**config.mk**
```make
export PLATFORM = sky130hd
export DESIGN_NAME = aesp_event_status
export DESIGN_NICKNAME = d
export VERILOG_FILES = /design/src/verilog/aesp_pkg.sv /design/src/verilog/aesp_event_status.sv /design/src/verilog/aesp_persist_filter.sv /design/src/verilog/aesp_w1c_flags.sv
export VERILOG_INCLUDE_DIRS = /design/src /design/src/verilog
export SDC_FILE = /design/constraint.sdc
export NUM_CORES = 1
export LEC_CHECK = 0
export BUFFER_PORTS_ARGS = -buffer_cell sky130_fd_sc_hd__buf_4
export CAP_MARGIN = 10
export CORE_MARGIN = 10
export CORE_UTILIZATION = 44
export DETAILED_ROUTE_END_ITERATION = 10
export PLACE_DENSITY = 0.78
export SLEW_MARGIN = 25
export SYNTH_ARGS = -nofsm -noshare
export SYNTH_HDL_FRONTEND = slang
export SYNTH_HIERARCHICAL = 1
export SYNTH_SLANG_ARGS = --single-unit
export TNS_END_PERCENT = 50
```
**constraint.sdc**
```tcl
create_clock -name pclk -period 3.35 [get_ports pclk]
set_clock_uncertainty 0.1 [all_clocks]
set_input_delay 0.335 -clock pclk [delete_from_list [all_inputs] [get_ports pclk]]
set_output_delay 0.335 -clock pclk [all_outputs]
set_load 0.03 [all_outputs]
```
**src/verilog/aesp_cfg.svh**
```systemverilog
// Register indices, field positions, reset values and timing counts
`ifndef AESP_CFG_SVH
`define AESP_CFG_SVH

// ----------------------------------------
// Register indices (byte address = 4 x index)
// ----------------------------------------
`define AESP_IDX_STATUS 10'h093
`define AESP_IDX_SATDET 10'h0a3
`define AESP_IDX_SYSDET 10'h0a6
`define AESP_IDX_PERSISTENCE_CONFIG 10'h0bd
`define AESP_IDX_ENABLE 10'h0c0
`define AESP_IDX_CALCAUSE 10'h0c1

// ----------------------------------------
// Field positions
// ----------------------------------------
`define AESP_BIT_SAT 7
`define AESP_BIT_LIGHT 3
`define AESP_BIT_CAL 1
`define AESP_BIT_SYS 0
`define AESP_BIT_SYSDET_FD 3
`define AESP_BIT_EN_ZERO 4
`define AESP_BIT_EN_BASE 5
`define AESP_BIT_EN_OFFS 6
`define AESP_STATUS_MASK 8'h8b
`define AESP_PERSISTENCE_CONFIG_MASK 8'h0f

// ----------------------------------------
// Reset values and counts
// ----------------------------------------
`define AESP_RST_STATUS 8'h00
`define AESP_RST_PERSISTENCE_CONFIG 8'h00
`define AESP_RST_ENABLE 8'h00
`define AESP_PERSISTENCE_CONFIG_STEP 6'h05
`define AESP_PERSISTENCE_CONFIG_BASE 4'h3
`define AESP_CNT_MAX 6'h3f

`endif

```
**src/verilog/aesp_pkg.sv**
```systemverilog
// Types and shared arithmetic of the light event status block
`default_nettype none
`include "aesp_cfg.svh"

package aesp_pkg;

    typedef logic [7:0] aesp_byte_t;
    typedef logic [3:0] aesp_pcode_t;
    typedef logic [5:0] aesp_cnt_t;
    typedef logic [11:0] aesp_addr_t;

    typedef enum logic [5:0] {
        SEL_NONE = 6'h00,
        SEL_STATUS = 6'h01,
        SEL_SATDET = 6'h02,
        SEL_SYSDET = 6'h04,
        SEL_PERSISTENCE_CONFIG = 6'h08,
        SEL_ENABLE = 6'h10,
        SEL_CALCAUSE = 6'h20
    } aesp_sel_t;

    // Samples needed before a light event; code 0 means every cycle
    function automatic aesp_cnt_t aesp_need(input aesp_pcode_t code);
        aesp_cnt_t d;
        d = {2'h0, code - `AESP_PERSISTENCE_CONFIG_BASE};
        if (code <= `AESP_PERSISTENCE_CONFIG_BASE) begin
            return {2'h0, code};
        end
        return 6'((`AESP_PERSISTENCE_CONFIG_STEP * d));
    endfunction : aesp_need

    function automatic aesp_sel_t aesp_decode(input aesp_addr_t a);
        if (a[1:0] != 2'h0) return SEL_NONE;
        case (a[11:2])
            `AESP_IDX_STATUS: return SEL_STATUS;
            `AESP_IDX_SATDET: return SEL_SATDET;
            `AESP_IDX_SYSDET: return SEL_SYSDET;
            `AESP_IDX_PERSISTENCE_CONFIG: return SEL_PERSISTENCE_CONFIG;
            `AESP_IDX_ENABLE: return SEL_ENABLE;
            `AESP_IDX_CALCAUSE: return SEL_CALCAUSE;
            default: return SEL_NONE;
        endcase
    endfunction : aesp_decode

endpackage : aesp_pkg

`default_nettype wire

```
**src/verilog/aesp_event_status.sv**
```systemverilog
// Light event status block: persistence filter, flags and APB registers
// ----------------------------------------
// Operation
// - Code sets consecutive out-of-range count needed
// - Code 0 every cycle, code 1 one sample
// - In-range sample clears the count
// - Writing one clears that status flag
// - Writing zero leaves a flag unchanged
// - Bit 7 saturation, gated by its enable
// - Bit 3 light threshold event, gated
// - Bit 1 calibration event, gated
// - Zero burst, baseline, offset also set bit 1
// - Bit 0 flicker status change, gated
// - Bits 6:4 and 2 read zero
// ----------------------------------------
`timescale 1ns/1ps
`default_nettype none
`include "aesp_cfg.svh"

module aesp_event_status (
    input wire logic pclk,
    input wire logic presetn,
    input wire logic psel,
    input wire logic penable,
    input wire logic pwrite,
    input wire aesp_pkg::aesp_addr_t paddr,
    input wire logic [31:0] pwdata,
    input wire logic [3:0] pstrb,
    output logic [31:0] prdata,
    output logic pready,
    output logic pslverr,
    input wire logic sample_valid,
    input wire logic out_of_range,
    input wire logic sat_event,
    input wire logic [3:0] sat_detail,
    input wire logic cal_done,
    input wire logic cal_zero_evt,
    input wire logic cal_base_evt,
    input wire logic cal_offs_evt,
    input wire logic fd_change,
    output logic irq_out,
    output aesp_pkg::aesp_cnt_t persist_count
);
    import aesp_pkg::*;

    // ----------------------------------------
    // Bus decode
    // ----------------------------------------
    aesp_sel_t sel;
    logic setup_ph;
    logic wr_acc;
    logic wr_lane0;

    assign sel = aesp_decode(paddr);
    assign setup_ph = psel && !penable;
    // Zero-wait slave: every access phase completes
    assign pready = 1'b1;
    assign wr_acc = psel && penable && pwrite;
    assign wr_lane0 = wr_acc && pstrb[0];

    // ----------------------------------------
    // Configuration registers
    // ----------------------------------------
    aesp_byte_t persistence_config_r;
    aesp_byte_t enable_r;

    always_ff @(posedge pclk or negedge presetn) begin
        if (!presetn) begin
            persistence_config_r <= `AESP_RST_PERSISTENCE_CONFIG;
        end else if (wr_lane0 && sel == SEL_PERSISTENCE_CONFIG) begin
            persistence_config_r <= pwdata[7:0] & `AESP_PERSISTENCE_CONFIG_MASK;
        end
    end

    always_ff @(posedge pclk or negedge presetn) begin
        if (!presetn) begin
            enable_r <= `AESP_RST_ENABLE;
        end else if (wr_lane0 && sel == SEL_ENABLE) begin
            enable_r <= pwdata[7:0] & 8'hfb;
        end
    end

    logic en_sat;
    logic en_light;
    logic en_cal;
    logic en_sys;
    assign en_sat = enable_r[`AESP_BIT_SAT];
    assign en_light = enable_r[`AESP_BIT_LIGHT];
    assign en_cal = enable_r[`AESP_BIT_CAL];
    assign en_sys = enable_r[`AESP_BIT_SYS];

    // ----------------------------------------
    // Persistence filter
    // ----------------------------------------
    logic light_fire;

    aesp_persist_filter u_filter (
        .pclk(pclk),
        .presetn(presetn),
        .code(persistence_config_r[3:0]),
        .sample_valid(sample_valid),
        .out_of_range(out_of_range),
        .fire(light_fire),
        .count(persist_count)
    );

    // ----------------------------------------
    // Event qualification
    // ----------------------------------------
    logic cal_zero_q;
    logic cal_base_q;
    logic cal_offs_q;
    logic cal_any;
    aesp_byte_t status_set;
    aesp_byte_t status_clr;
    aesp_byte_t status;

    // Each side cause only counts while its function is on
    assign cal_zero_q = cal_zero_evt && enable_r[`AESP_BIT_EN_ZERO];
    assign cal_base_q = cal_base_evt && enable_r[`AESP_BIT_EN_BASE];
    assign cal_offs_q = cal_offs_evt && enable_r[`AESP_BIT_EN_OFFS];
    assign cal_any = cal_done || cal_zero_q || cal_base_q || cal_offs_q;

    always_comb begin
        status_set = '0;
        status_set[`AESP_BIT_SAT] = sat_event && en_sat;
        status_set[`AESP_BIT_LIGHT] = light_fire && en_light;
        status_set[`AESP_BIT_CAL] = cal_any && en_cal;
        status_set[`AESP_BIT_SYS] = fd_change && en_sys;
    end

    // Only ones clear, so writing back a read value keeps newer events
    assign status_clr = (wr_lane0 && sel == SEL_STATUS) ?
                        (pwdata[7:0] & `AESP_STATUS_MASK) : 8'h00;

    aesp_w1c_flags #(
        .WIDTH(8)
    ) u_status (
        .pclk(pclk),
        .presetn(presetn),
        .set_in(status_set),
        .clr_in(status_clr),
        .flags(status)
    );

    // ----------------------------------------
    // Detail registers
    // ----------------------------------------
    logic [2:0] cause_r;
    logic sysdet_r;
    logic cal_clr;
    logic sys_clr;

    // Details follow their primary flag: cleared with it, set wins
    assign cal_clr = status_clr[`AESP_BIT_CAL];
    assign sys_clr = status_clr[`AESP_BIT_SYS];

    always_ff @(posedge pclk or negedge presetn) begin
        if (!presetn) begin
            cause_r <= 3'h0;
        end else begin
            cause_r <= (cal_clr ? 3'h0 : cause_r) | {cal_offs_q, cal_base_q, cal_zero_q};
        end
    end

    always_ff @(posedge pclk or negedge presetn) begin
        if (!presetn) begin
            sysdet_r <= 1'b0;
        end else begin
            sysdet_r <= (sysdet_r && !sys_clr) || (fd_change && en_sys);
        end
    end

    aesp_byte_t satdet;
    always_comb begin
        satdet = 8'h00;
        satdet[4] = sat_detail[3];
        satdet[3] = sat_detail[2];
        satdet[1] = sat_detail[1];
        satdet[0] = sat_detail[0];
    end

    // ----------------------------------------
    // Read path
    // ----------------------------------------
    aesp_byte_t rd_mux;

    always_comb begin
        case (sel)
            SEL_STATUS: rd_mux = status & `AESP_STATUS_MASK;
            SEL_SATDET: rd_mux = satdet;
            SEL_SYSDET: rd_mux = {4'h0, sysdet_r, 3'h0};
            SEL_PERSISTENCE_CONFIG: rd_mux = persistence_config_r;
            SEL_ENABLE: rd_mux = enable_r;
            SEL_CALCAUSE: rd_mux = {5'h00, cause_r};
            default: rd_mux = 8'h00;
        endcase
    end

    // Data is captured in the setup cycle so prdata is a flop output
    always_ff @(posedge pclk or negedge presetn) begin
        if (!presetn) begin
            prdata <= 32'h0000_0000;
        end else if (setup_ph) begin
            prdata <= (!pwrite) ? {24'h00_0000, rd_mux} : 32'h0000_0000;
        end
    end

    always_ff @(posedge pclk or negedge presetn) begin
        if (!presetn) begin
            pslverr <= 1'b0;
        end else if (setup_ph) begin
            pslverr <= (sel == SEL_NONE);
        end
    end

    // ----------------------------------------
    // Interrupt line
    // ----------------------------------------
    logic irq_r;

    // Registered so the pin never glitches on enable changes
    always_ff @(posedge pclk or negedge presetn) begin
        if (!presetn) begin
            irq_r <= 1'b0;
        end else begin
            irq_r <= |(status & enable_r & `AESP_STATUS_MASK);
        end
    end

    assign irq_out = irq_r;
endmodule : aesp_event_status

`default_nettype wire

```
**src/verilog/aesp_persist_filter.sv**
```systemverilog
// Consecutive out-of-range sample filter for the light event
`timescale 1ns/1ps
`default_nettype none
`include "aesp_cfg.svh"

module aesp_persist_filter (
    input wire logic pclk,
    input wire logic presetn,
    input wire aesp_pkg::aesp_pcode_t code,
    input wire logic sample_valid,
    input wire logic out_of_range,
    output logic fire,
    output aesp_pkg::aesp_cnt_t count
);
    import aesp_pkg::*;

    aesp_cnt_t cnt_r;
    aesp_cnt_t cnt_nxt;
    aesp_cnt_t need;

    assign need = aesp_need(code);
    assign count = cnt_r;

    // Saturate so a long run never wraps back below the target
    always_comb begin
        cnt_nxt = cnt_r;
        if (sample_valid) begin
            if (!out_of_range) begin
                cnt_nxt = '0;
            end else if (cnt_r != `AESP_CNT_MAX) begin
                cnt_nxt = cnt_r + 6'h01;
            end
        end
    end

    always_ff @(posedge pclk or negedge presetn) begin
        if (!presetn) begin
            cnt_r <= '0;
        end else begin
            cnt_r <= cnt_nxt;
        end
    end

    // Code 0 fires on every completed cycle, in range or not
    assign fire = sample_valid && ((code == 4'h0) ||
                  (out_of_range && cnt_nxt >= need));
endmodule : aesp_persist_filter

`default_nettype wire

```
**src/verilog/aesp_w1c_flags.sv**
```systemverilog
// Sticky flags: hardware set wins, software writes one to clear
`timescale 1ns/1ps
`default_nettype none

module aesp_w1c_flags #(
    parameter int WIDTH = 8
) (
    input wire logic pclk,
    input wire logic presetn,
    input wire logic [WIDTH-1:0] set_in,
    input wire logic [WIDTH-1:0] clr_in,
    output logic [WIDTH-1:0] flags
);
    logic [WIDTH-1:0] flags_r;

    // Set over clear: an event in the clear cycle survives
    always_ff @(posedge pclk or negedge presetn) begin
        if (!presetn) begin
            flags_r <= '0;
        end else begin
            flags_r <= (flags_r & ~clr_in) | set_in;
        end
    end

    assign flags = flags_r;

endmodule : aesp_w1c_flags

`default_nettype wire
```
Word-level counts from Yosys, hierarchy flattened
Index checks and enable logic that the tools add are counted.
Cells by class
  add/sub/neg operators: 2
  reductions and logical operators: 28
  muxes and demuxes: 14
  order comparisons: 2
  bitwise logic cells: 5
  equality and inequality tests: 13
  $mul: 1
Operator list (count)
  equality test 10 x 8 -> 1 bit (second input constant): 6
  case mux 8 bit (6 select lines): 1
  2-to-1 mux 6 bit: 7
  case mux 6 bit (6 select lines): 1
  logical AND 1 bit: 17
  bitwise AND 8 bit: 2
  2-to-1 mux 8 bit: 2
  NOT 8 bit: 1
  bitwise OR 8 bit: 1
  adder 6 x 1 -> 6 bit (second input constant): 1
  equality test 6 x 1 -> 1 bit (second input constant): 1
  equality test 6 x 2 -> 1 bit (second input constant): 1
  equality test 6 x 3 -> 1 bit (second input constant): 1
  equality test 6 x 4 -> 1 bit (second input constant): 1
  equality test 6 x 5 -> 1 bit (second input constant): 1
  equality test 6 bit (second input constant): 1
  greater-or-equal comparator 6 bit: 1
  zero test 6 bit: 1
  multiplier 3 x 4 -> 6 bit (first input constant): 1
  inequality test 6 bit (second input constant): 1
  logical OR 1 bit: 5
  less-or-equal comparator 4 x 2 -> 1 bit (second input constant): 1
  zero test 4 bit: 1
  OR reduction 4 bit: 1
  6 further kinds: 8
Storage, ports and cells
  register bits after elaboration: 63
  word-level logic and storage cells: 74

Longest topological paths before layout
  depth after elaboration: 10
  mapped depth: 14
  mapped depth without buffers: 14

By module
The synthesis kept the hierarchy.
Modules (own cells, without submodules)
  aesp_event_status: times used 1, seq. area each 625.6 um^2, cells each 154, area each 1557.7 um^2
  aesp_persist_filter: times used 1, seq. area each 150.1 um^2, cells each 73, area each 649.4 um^2
  aesp_w1c_flags: times used 1, seq. area each 200.2 um^2, cells each 24, area each 290.3 um^2

Worst setup path after synthesis
OpenSTA, ideal clock, no wires.
  path type: register to register
  start: reg persistence_config_r[0]
  end: reg u_status.flags_r[3] (netlist: u_status/flags[3])
  slack: 0.050 ns
  stages on the path, launching flop included: 15
  data arrival time: 3.082 ns
  buffers on the path: 0
  setup time: 0.118 ns
  cells stage by stage: dfrtp_1 > inv_1 > ha_1 > ha_1 > ha_1 > inv_1 > fa_1 > or2_1 > ha_1 > a21o_1 > nand2_1 > a21oi_1 > a311o_1 > and2_1 > a21o_1
Between the ends
  longest elaborated chain between the ends: 9
  elaborated cells on any way between the ends: 13
RTL lines
  start: declaration: line aesp_event_status.sv:64  | aesp_byte_t persistence_config_r;
  start signal: assignment: line aesp_event_status.sv:69  | persistence_config_r <= `AESP_RST_PERSISTENCE_CONFIG;
  start signal: assignment: line aesp_event_status.sv:71  | persistence_config_r <= pwdata[7:0] & `AESP_PERSISTENCE_CONFIG_MASK;
  subtractor 4 x 2 -> 4 bit (no source line) or less-or-equal comparator 4 x 2 -> 1 bit (tied branches)
  multiplier 3 x 4 -> 6 bit (no source line) or 2-to-1 mux 1 bit (tied branches)
  2-to-1 mux 6 bit: line aesp_pkg.sv:29  | return 6'((`AESP_PERSISTENCE_CONFIG_STEP * d));
  greater-or-equal comparator 6 bit: line aesp_persist_filter.sv:46  | (out_of_range && cnt_nxt >= need));
  logical AND 1 bit: line aesp_persist_filter.sv:46
  logical OR 1 bit *: line aesp_persist_filter.sv:45  | assign fire = sample_valid && ((code == 4'h0) ||
  logical AND 1 bit *: line aesp_persist_filter.sv:45
  net light_fire: line aesp_event_status.sv:95  | logic light_fire;
  logical AND 1 bit *: line aesp_event_status.sv:127  | status_set[`AESP_BIT_LIGHT] = light_fire && en_light;
  net status_set[3]: line aesp_event_status.sv:114  | aesp_byte_t status_set;
  bitwise OR 8 bit *: line aesp_w1c_flags.sv:21  | flags_r <= (flags_r & ~clr_in) | set_in;
  end signal: assignment: line aesp_w1c_flags.sv:21
  end: declaration: line aesp_w1c_flags.sv:14  | logic [WIDTH-1:0] flags_r;
Mark *: on every way through the listed nets, which the timed path passes. The rest lies on a longest branch. The select of a mux whose other input is x is not followed.
A chain may end at the register's enable or synchronous reset.

Final worst setup path
  start: reg persistence_config_r[1]
  end: reg u_status.flags_r[3] (netlist: u_status/flags[3])
Same word-level chain as after synthesis.

==> run_results.csv <==
group,metric,value,unit
clocking,cts_buffer_depth,2,
critical_path,cp-start-kind,"flip-flop",
power_and_ir_drop,p_sw,0.318,mW
final_layout,diodes,0,
timing,setup_ws,0.00163,ns
clocking,cts_max_level,2,
routing,drc,0,
grt,track_usage,14.3,%
floorplanning,die_area,8670,um2
clocking,root_buffer,"clkbuf_8",
critical_path,path_delay_family,"adder cells",
timing,setup_viol,0,
power_and_ir_drop,swShare,30.2,%
synthesis,avgSynthCellArea,9.84,um2
critical_path,worst-path-stages,14,
timing,slew-limit-headroom,59.2,%
power_and_ir_drop,cellPowerDensity,355,nW/um2
grt,gr-total-overflow,0,
placement,place_hpwl,4.84,mm
routing,via_per_inst,5.33,
routing,routedWlPerCell,16.5,um
final_layout,final_common_cell,"buf_4",
clocking,cts_sinks,35,
floorplanning,core_area,5140,um2
grt,grt_pass1_wl,10.1,mm
critical_path,cp-end-kind,"flip-flop",
final_layout,nets,382,
hold_path,hp-start,"pwdata[6]",
critical_path,reg2regPathDepth,14,
hold_path,min_path_type,"in2reg",
placement,dp_worst_setup_slack,-0.101,ns
critical_path,cpPeakStageDelay,0.44,ns
timing,worstMarginPinSlew,0.608,ns
hold_path,whs_endpoint,"enable_r[6]",
floorplanning,row_count,26,
floorplanning,io_pins,106,
power_and_ir_drop,peakVddDrop,0.236,mV
timing,post-route-period-util,100,%
grt,grt_pass1_vias,2066,
job,maxCapViolations,0,
final_layout,drive_gt1_share,33.8,%
timing,hold_ws,0.161,ns
timing,finalMaxSlewViolations,0,
timing,finalHoldViolCount,0,
power_and_ir_drop,p_clk_share,37.8,%
clocking,path_clk_slew,0.08,ns
power_and_ir_drop,combinationalPowerShare,19.3,%
critical_path,cp.required,3.44,ns
synthesis,synthCells,239,
timing,fmax,299,MHz
routing,antenna_left,0,
final_layout,layout_common_cells,"63 x buf_4, 33 x dfrtp_1, 25 x conb_1",
placement,place_congestion,0.860,
hold_path,worstHoldPathCells,2,
clocking,clk-insertion-delay-late,0.30,ns
critical_path,ff2ff_setup_slack,0.002,ns
critical_path,reg2reg_from,"persistence_config_r[1]",
placement,port_buffers,53,
routing,drt_iter0_drc,107,
floorplanning,die_w,93.1,um
routing,drt-pass1-iter-count,4,
critical_path,crit_top_cell,"a21o_1",
critical_path,slowest_stage,"dfrtp_2",
floorplanning,initial_utilization,45.8,%
critical_path,rr_endpoint,"u_status/flags[3]",
critical_path,cp_num_buf_inv,1,
synthesis,synth_area,2350,um2
critical_path,setup.worst_path.class,"reg2reg",
synthesis,synth_warnings,6,
routing,num_vias,2000,
routing,routed_wl,6.17,mm
critical_path,crit_chain,"a21oi_2 > xor2_2 > ha_1 > ha_2 > inv_2 > fa_2 > or2_4 > ha_4 > a21o_1 > nand2_1 > a21oi_1 > a311o_1 > and2_1 > a21o_1",
power_and_ir_drop,power_frac_seq,42.9,%
run_status,status,"finished clean",
critical_path,crit_fanout,4,
clocking,cts_tree,"built",
timing,rsz0062_at_grt,"yes",
final_layout,syn2layout_area_growth,26.3,%
power_and_ir_drop,intPower,0.735,mW
timing,finalCriticalPeriod,3.35,ns
grt,grt_max_degree,36,
critical_path,cp.arrival,3.44,ns
power_and_ir_drop,p_leak,1.47,nW
clocking,numCtsBuffers,5,
floorplanning,die_h,93.1,um
grt,antenna_found_initial,0,
## power groups by stage
stage               clock network, mW  logic [mW]  registers (mW)
floorplan                           0       0.118           0.476
global placement                    0       0.193           0.458
detailed placement                  0       0.197           0.459
CTS                             0.406       0.201           0.451
global route                    0.425       0.223           0.453
finish                          0.398       0.204           0.451
## layout make-up
| type | instances | area, um2 |
|---|---|---|
| Tap cell | 70 | 87.6 |
| Clock inverter | 3 | 47.5 |
| Fill cell | 460 | 2170 |
| Inverter | 12 | 45.0 |
| Sequential cell | 35 | 878 |
| Timing Repair Buffer | 64 | 483 |
| Multi-Input combinational cell | 186 | 1360 |
| Clock buffer | 5 | 68.8 |
## repair_timing
action                                  CTS  global route
endpoints found under the setup margin    1             1
endpoints found under the hold margin    35             0
setup buffers                             2             1
pin swaps                                 7             2
hold buffers                              1             0
gates resized for setup                   5             7
## registers in the layout, indices dropped and copies added, names as in the netlist
| name | cells |
|---|---|
| pslverr | 1 |
| sysdet_r | 1 |
| enable_r | 7 |
| cause_r | 3 |
| persistence_config_r | 4 |
| irq_out | 1 |
| prdata | 8 |
| u_filter/count | 6 |
| u_status/flags | 4 |
## worst reg2reg max path: cells and delay by family, from the launching register on
| family | cells | cell delay, ns |
|---|---|---|
| compound gates | 5 | 0.88 |
| xor+xnor | 1 | 0.17 |
| fa+ha+maj | 4 | 1.12 |
| buf+inv | 1 | 0.05 |
| flops | 1 | 0.44 |
| simple gates | 3 | 0.48 |
## per-layer routing
layer / up-vias / track usage [%] / wire length (um)
met5: - / 0 / 0
li1: 966 / - / -
met2: 56 / 24.0 / 3150
met3: 4 / 5.36 / 432
met4: 0 / 3.86 / 57
met1: 974 / 16.7 / 2530
## through the flow
| step | std cells | utilization [%] | total power, mW | instance area [um2] | TNS, ns |
|---|---|---|---|---|---|
| after floorplan | 262 | - | 0.593 | 2440 | 0 |
| after global placement | 363 | 53.9 | 0.651 | 2770 | -0.0382 |
| after detailed placement | 363 | 53.9 | 0.656 | 2770 | -0.101 |
| after CTS | 374 | 57.2 | 1.06 | 2940 | 0 |
| after global routing | 375 | 57.8 | 1.10 | 2970 | -0.0827 |
| final | 375 | 57.8 | 1.05 | 2970 | 0 |
## worst max path at each step
| stage | from | to |
|---|---|---|
| after floorplan | persistence_config_r[0] | u_status/flags[3] |
| after global placement | persistence_config_r[0] | u_status/flags[3] |
| after detailed placement | persistence_config_r[0] | u_status/flags[3] |
| after CTS | persistence_config_r[1] | u_status/flags[3] |
| after global routing | persistence_config_r[1] | u_status/flags[3] |
| final | persistence_config_r[1] | u_status/flags[3] |
(Power assumes the default switching activity.)
